File: src/pkg/eqcl_pkg.sv
// package for the equalizer coefficient load sequencer: offsets, layouts,
// reset values and the coefficient store geometry.
// assumes a byte-wide control-port register access at printed offsets.
package eqcl_pkg;
  localparam logic [15:0] EQCL_OFS_IN0   = 16'h2401;
  localparam logic [15:0] EQCL_OFS_IN1   = 16'h2402;
  localparam logic [15:0] EQCL_OFS_IN2   = 16'h2403;
  localparam logic [15:0] EQCL_OFS_IN3   = 16'h2404;
  localparam logic [15:0] EQCL_OFS_OUT0  = 16'h2407;
  localparam logic [15:0] EQCL_OFS_OUT1  = 16'h2408;
  localparam logic [15:0] EQCL_OFS_OUT2  = 16'h2409;
  localparam logic [15:0] EQCL_OFS_OUT3  = 16'h240A;
  localparam logic [15:0] EQCL_OFS_ACC   = 16'h2410;
  localparam logic [15:0] EQCL_OFS_START = 16'h2411;
  localparam logic [15:0] EQCL_OFS_MUTE  = 16'h2412;
  localparam int          EQCL_BIT_READ  = 0;
  localparam int          EQCL_BIT_WRITE = 1;
  localparam int          EQCL_NCOEF     = 15;
  localparam int          EQCL_PER_BQ    = 5;
  localparam logic [3:0]  EQCL_IDX_RST   = 4'h0;
  localparam logic [2:0]  EQCL_POS_RST   = 3'h0;
  localparam logic [31:0] EQCL_COEF_ONE  = 32'h7FFFFFFF;
  localparam logic [31:0] EQCL_COEF_ZERO = 32'h00000000;
  localparam logic [7:0]  EQCL_REG_RST   = 8'h00;
  typedef struct packed {
    logic        wr;
    logic        rd;
    logic [15:0] addr;
    logic [7:0]  wdata;
  } eqcl_req_s;
endpackage

File: src/verilog/eqcl_seq.sv
// coefficient load sequencer: byte registers, access gating, store of the
// fifteen biquad coefficients, freeze while running, and bus stretch.
// assumes a control-port agent that holds a request while STALL is high.
`timescale 1ns/1ps
module eqcl_seq
  import eqcl_pkg::*;
(
  input  wire logic        CLK,
  input  wire logic        RST,
  input  wire eqcl_req_s   REQ,
  input  wire logic        EQ_POWER_DOWN,
  output logic             STALL,
  output logic [7:0]       RDATA,
  output logic             FILTER_RUN,
  output logic             EQ_INPUT_MUTE,
  output logic [32*EQCL_NCOEF-1:0] COEFS
);
  logic [7:0]  in_q [3];
  logic [31:0] coef_q [EQCL_NCOEF];
  logic [3:0]  wr_idx_q;
  logic [3:0]  rd_idx_q;
  logic [31:0] rd_hold_q;
  logic        wen_q;
  logic        ren_q;
  logic        run_q;
  logic        mute_q;
  logic        read_seen_q;
  logic [7:0]  rdata_q;
  logic        legal;
  logic        wr_top;
  logic        rd_low;
  logic        stop_reset;

  // exactly one enable and powered up, else stretch
  assign legal  = !EQ_POWER_DOWN && (wen_q ^ ren_q);
  assign wr_top = REQ.wr && REQ.addr == EQCL_OFS_IN3;
  assign rd_low = REQ.rd && REQ.addr == EQCL_OFS_OUT0;
  assign STALL  = (wr_top || rd_low) && !legal;
  // start falling after a readback wipes to pass-through
  assign stop_reset = REQ.wr && REQ.addr == EQCL_OFS_START
                      && !REQ.wdata[0] && run_q && read_seen_q;

  always_ff @(posedge CLK) begin
    if (RST) begin
      wen_q  <= 1'b0;
      ren_q  <= 1'b0;
      run_q  <= 1'b0;
      mute_q <= 1'b0;
    end else if (REQ.wr) begin
      if (REQ.addr == EQCL_OFS_ACC) begin
        wen_q <= REQ.wdata[EQCL_BIT_WRITE];
        ren_q <= REQ.wdata[EQCL_BIT_READ];
      end
      if (REQ.addr == EQCL_OFS_START)
        run_q <= REQ.wdata[0];
      if (REQ.addr == EQCL_OFS_MUTE)
        mute_q <= REQ.wdata[0];
    end
  end

  // low three bytes only park; the top byte completes the word
  always_ff @(posedge CLK) begin
    if (RST) begin
      for (int i = 0; i < 3; i++)
        in_q[i] <= EQCL_REG_RST;
    end else if (REQ.wr) begin
      if (REQ.addr == EQCL_OFS_IN0)
        in_q[0] <= REQ.wdata;
      if (REQ.addr == EQCL_OFS_IN1)
        in_q[1] <= REQ.wdata;
      if (REQ.addr == EQCL_OFS_IN2)
        in_q[2] <= REQ.wdata;
    end
  end

  // store; frozen while running, wraps after fifteen commits
  always_ff @(posedge CLK) begin
    if (RST) begin
      wr_idx_q <= EQCL_IDX_RST;
      for (int i = 0; i < EQCL_NCOEF; i++)
        coef_q[i] <= (i % EQCL_PER_BQ == 0) ? EQCL_COEF_ONE
                                            : EQCL_COEF_ZERO;
    end else if (stop_reset) begin
      wr_idx_q <= EQCL_IDX_RST;
      for (int i = 0; i < EQCL_NCOEF; i++)
        coef_q[i] <= (i % EQCL_PER_BQ == 0) ? EQCL_COEF_ONE
                                            : EQCL_COEF_ZERO;
    end else if (wr_top && legal && wen_q && !run_q) begin
      coef_q[wr_idx_q] <= {REQ.wdata, in_q[2], in_q[1], in_q[0]};
      wr_idx_q <= (wr_idx_q == 4'(EQCL_NCOEF - 1)) ? EQCL_IDX_RST
                                                  : wr_idx_q + 4'h1;
    end else if (REQ.wr && REQ.addr == EQCL_OFS_ACC) begin
      wr_idx_q <= EQCL_IDX_RST;
    end
  end

  // readback: low byte snapshots the next slot, upper bytes from snapshot
  always_ff @(posedge CLK) begin
    if (RST) begin
      rd_idx_q    <= EQCL_IDX_RST;
      rd_hold_q   <= EQCL_COEF_ZERO;
      rdata_q     <= EQCL_REG_RST;
      read_seen_q <= 1'b0;
    end else begin
      if (REQ.wr && REQ.addr == EQCL_OFS_ACC)
        rd_idx_q <= EQCL_IDX_RST;
      // only a real commit or the wipe itself ends the readback window; a refused top byte
      // while running leaves the pending wipe armed
      if (stop_reset || (wr_top && legal && wen_q && !run_q))
        read_seen_q <= 1'b0;
      if (rd_low && legal && ren_q) begin
        rd_hold_q   <= coef_q[rd_idx_q];
        rdata_q     <= coef_q[rd_idx_q][7:0];
        read_seen_q <= 1'b1;
        rd_idx_q    <= (rd_idx_q == 4'(EQCL_NCOEF - 1)) ? EQCL_IDX_RST
                                                       : rd_idx_q + 4'h1;
      end else if (REQ.rd) begin
        unique case (REQ.addr)
          EQCL_OFS_OUT1:  rdata_q <= rd_hold_q[15:8];
          EQCL_OFS_OUT2:  rdata_q <= rd_hold_q[23:16];
          EQCL_OFS_OUT3:  rdata_q <= rd_hold_q[31:24];
          EQCL_OFS_ACC:   rdata_q <= {6'h00, wen_q, ren_q};
          EQCL_OFS_START: rdata_q <= {7'h00, run_q};
          EQCL_OFS_MUTE:  rdata_q <= {7'h00, mute_q};
          default:        rdata_q <= EQCL_REG_RST;
        endcase
      end
    end
  end

  assign RDATA         = rdata_q;
  assign FILTER_RUN    = run_q;
  assign EQ_INPUT_MUTE = mute_q;
  always_comb begin
    for (int i = 0; i < EQCL_NCOEF; i++)
      COEFS[32*i +: 32] = coef_q[i];
  end
endmodule

File: config.mk
export PLATFORM = sky130hd
export DESIGN_NAME = eqcl_seq
export DESIGN_NICKNAME = d
export VERILOG_FILES = /design/src/pkg/eqcl_pkg.sv /design/src/verilog/eqcl_seq.sv
export SDC_FILE = /design/constraint.sdc
export NUM_CORES = 1
export LEC_CHECK = 0
export BUFFER_PORTS_ARGS = -buffer_cell sky130_fd_sc_hd__buf_4
export CAP_MARGIN = 20
export CORE_ASPECT_RATIO = 1.1
export CORE_MARGIN = 5
export CORE_UTILIZATION = 60
export CTS_CLUSTER_SIZE = 25
export DETAILED_ROUTE_END_ITERATION = 10
export PLACE_DENSITY = 0.82
export SLEW_MARGIN = 25
export SYNTH_ARGS = -nofsm -noshare
export SYNTH_HDL_FRONTEND = slang
export SYNTH_SLANG_ARGS = --single-unit
export TNS_END_PERCENT = 5
File: constraint.sdc
create_clock -name CLK -period 10.1 [get_ports CLK]
set_clock_uncertainty 0.2 [all_clocks]
set_input_delay 2.02 -clock CLK [delete_from_list [all_inputs] [get_ports CLK]]
set_output_delay 2.02 -clock CLK [all_outputs]
set_load 0.01 [all_outputs]
==> results.cfg <==
[synth]
synth_top_family_by_area = simple AND/OR/NAND/NOR gates
yosys.area_share.simple_pct = 15.7
seq_area_frac_synth_pct = 66.0
avgSynthCellArea_sq_um = 15.4
synthXorXnorAreaFrac_pct = 0
synth_compound_area_share_pct = 3.23
ys.flop_type = edfxtp_1
synth-edff-count = 536
synth-seq-cells = 585
syn_area_sq_um = 25900
async_flop_share_pct = 0
synthAdderAreaFrac_pct = 0.0967
syn_nets = 1710
yosysWarningCount = 0
synthesis.instances = 1679
synth.mux.area_fraction_pct = 12.7
synth_cell_types = 53

[sta]
worstMarginPinSlew_ns = 1.09
whs_ns = 0.307
hold_viol = 0
fmax_ghz = 0.180
max_slew_margin_pct = 27.2
slew_violations = 0
finalSetupViolCount = 0
fin_crit_ns = 5.57
min_period_over_period_pct = 55.1
fin_setup_tns_ns = 0
rsz0062_at_grt = false

[power_and_ir_drop]
switching_share_pct = 22.8
p_seq_share_pct = 54.6
p_int_mw = 4.03
powerDensity_nw_per_um2 = 164
peakVddDrop_mv = 0.130
leakage_nw = 11.5
power_mw = 5.22
combPwrFrac_pct = 6.4
netSwitchingPower_mw = 1.19
p_clk_share_pct = 39.0

[final_layout]
fin_area_sq_um = 31900
diodes = 0
final_util_pct = 75.2
drive_gt1_share_pct = 39.5
multi_input_area_sq_um = 8320
nFillCells = 2598
fin_nets = 2166
regArea_sq_um = 17100
area_delta_synth_final_pct = 23.5

[clocking]
clkLatencyLatePin_ns = 0.59
root_buffer = clkbuf_16
clockBufferDepth = 3
cts_max_level = 2
cts_buffers = 55
ctsResizeCount = 0
cts.sinks = 585
cts_tree = built
hold_buffers = 0
cts_setup_buffers = 0
clk_pin_slew_worst_paths_ns = 0.06

[min_path]
min_path_type = flop to flop

[critical_path]
cp-start-kind = input pin
endpoint_kind = output port
cp-endpoint = STALL
worstSetupStartpoint = REQ[13]
worstSetupPathType = input pin to output port
path_common_cell = buf_4
r2r-end = coef_q[11][17]$_SDFFCE_PN0P_
required_ns = 7.88
cpPeakStageDelay_ns = 0.46
critPathSlowestCell = nor3_1
worstReg2RegStart = wen_q$_SDFFE_PP0P_
r2r_setup_slack_ns = 6.20
cp_max_fo = 5
path_cells = buf_4 > nor3_1 > nand3_1 > a211oi_1 > buf_4
worstRegToRegCells = 5
crit_arrival_ns = 3.35

[placed_design]
port-buffer-count = 519
dp_hpwl_mm = 59.7
gp_congestion = 0.902
place_area_sq_um = 30200

[die]
io_pins = 520
initial_core_util_pct = 60.9
die_y_um = 228
rows = 79
die_w_um = 208
core_area_sq_um = 42500
fp.dieArea_sq_um = 47400

[routing]
wl_mm = 88.2
dr.pass1.iters = 5
vias = 18100
vias_per_cell = 6.59
drc_errors = 0
drtIter0Drc = 2456
wire_per_inst_um = 32.1
ant_nets = 0

[global_routing]
antenna_found_initial = 0
gr-total-overflow = 0
grt_pass1_wl_mm = 126
grt_use_total_pct = 36.2
grt_pass1_vias = 17900
grt_max_degree = 67

[run_status]
status = completed

[run]
cap_violations = 0
routing by layer:
metal | track usage, % | share of wire (%) | vias up
met5 | 0 | 0 | -
met4 | 13.5 | 4.7 | 0
met3 | 8.96 | 13 | 277
met2 | 59.8 | 49 | 1653
met1 | 47.2 | 33 | 9030
li1 | - | - | 7150
synth_stat cells (all sizes together) (3+ instances only):
| library cell | count | area share (%) |
|---|---|---|
| a211oi | 3 | 0.087 |
| a21o | 4 | 0.12 |
| a21oi | 13 | 0.25 |
| a22o | 12 | 0.41 |
| a22oi | 55 | 1.6 |
| a2bb2oi | 3 | 0.10 |
| and2 | 395 | 9.6 |
| and3 | 5 | 0.12 |
| buf | 26 | 0.57 |
| clkbuf | 113 | 1.7 |
| dfxtp | 49 | 3.8 |
| edfxtp | 536 | 62 |
| inv | 4 | 0.058 |
| mux2i | 38 | 1.5 |
| mux4 | 128 | 11 |
| nand2 | 46 | 0.67 |
| nand2b | 49 | 1.2 |
| nand3 | 10 | 0.19 |
| nand3b | 5 | 0.15 |
| nand4 | 3 | 0.097 |
| nor2 | 46 | 0.67 |
| nor2b | 7 | 0.17 |
| nor3 | 4 | 0.077 |
| nor3b | 5 | 0.15 |
| nor4 | 8 | 0.43 |
| nor4b | 4 | 0.24 |
| o21ai | 22 | 0.43 |
| or2 | 64 | 1.5 |
placed cells by master (no fill, tap or decap), types with 43 or more instances in the layout:
cell type,count
or2_2,63
edfxtp_1,536
and2_1,394
nor2_1,45
mux4_2,128
nand2_1,43
a22oi_1,55
buf_4,536
clkbuf_16,58
dfxtp_1,47
cells by family (layout without fill, tap and decap cells):
group | count (synthesis) | count (layout)
simple gates | 661 | 661
flops | 585 | 585
buf+inv | 143 | 645
mux | 168 | 168
compound gates | 120 | 120
fa+ha+maj | 2 | 2
how the worst min path moves through the flow:
stage	to	depth (start not counted)	slack, ns	from
after floorplan	rd_hold_q[10]$_SDFFE_PP0N_	2	0.26	rd_hold_q[10]$_SDFFE_PP0N_
after global placement	rd_hold_q[11]$_SDFFE_PP0N_	2	0.28	rd_hold_q[11]$_SDFFE_PP0N_
after detailed placement	rd_hold_q[15]$_SDFFE_PP0N_	2	0.29	rd_hold_q[15]$_SDFFE_PP0N_
after CTS	rd_hold_q[9]$_SDFFE_PP0N_	2	0.31	rd_hold_q[9]$_SDFFE_PP0N_
after global routing	read_seen_q$_SDFFE_PP0P_	2	0.33	read_seen_q$_SDFFE_PP0P_
final	RDATA[4]$_SDFFE_PP0P_	2	0.31	RDATA[4]$_SDFFE_PP0P_
final cells by class:
type                    count  area share, %
clock buffers              74           4.79
clock inverters            29          0.701
inverters                   4         0.0470
multi-input cells         951           26.1
flip-flops and latches    585           53.5
well taps                 567           2.22
repair buffers            538           12.7
power by group through the flow:
stage	registers (mW)	clock network [mW]	logic, mW
CTS	2.85	2.03	0.333
finish	2.85	2.04	0.332
global route	2.86	2.14	0.346
floorplan	2.88	0	0.0849
global placement	2.90	0	0.326
detailed placement	2.90	0	0.332
registers in the layout (all words and copies together), names as in the netlist, 4 cells and up, named ones only:
register and count:
RDATA 8, in_q 24, rd_hold_q 24, rd_idx_q 4, coef_q 512, wr_idx_q 4
stage by stage:
stage          instances  worst slack (ns)
2_1_floorplan       1679              2.87
3_3_place_gp        2643              4.21
3_5_place_dp        2645              3.93
4_1_cts             2748              4.51
5_1_grt             2748              4.41
6_report            2748              4.53
critical path: cells and delay by family:
| kind | cells | cell delay [ns] |
|---|---|---|
| buf+inv | 2 | 0.27 |
| compound gates | 1 | 0.30 |
| simple gates | 2 | 0.76 |
Note: power is estimated with default switching activity, not from simulation.
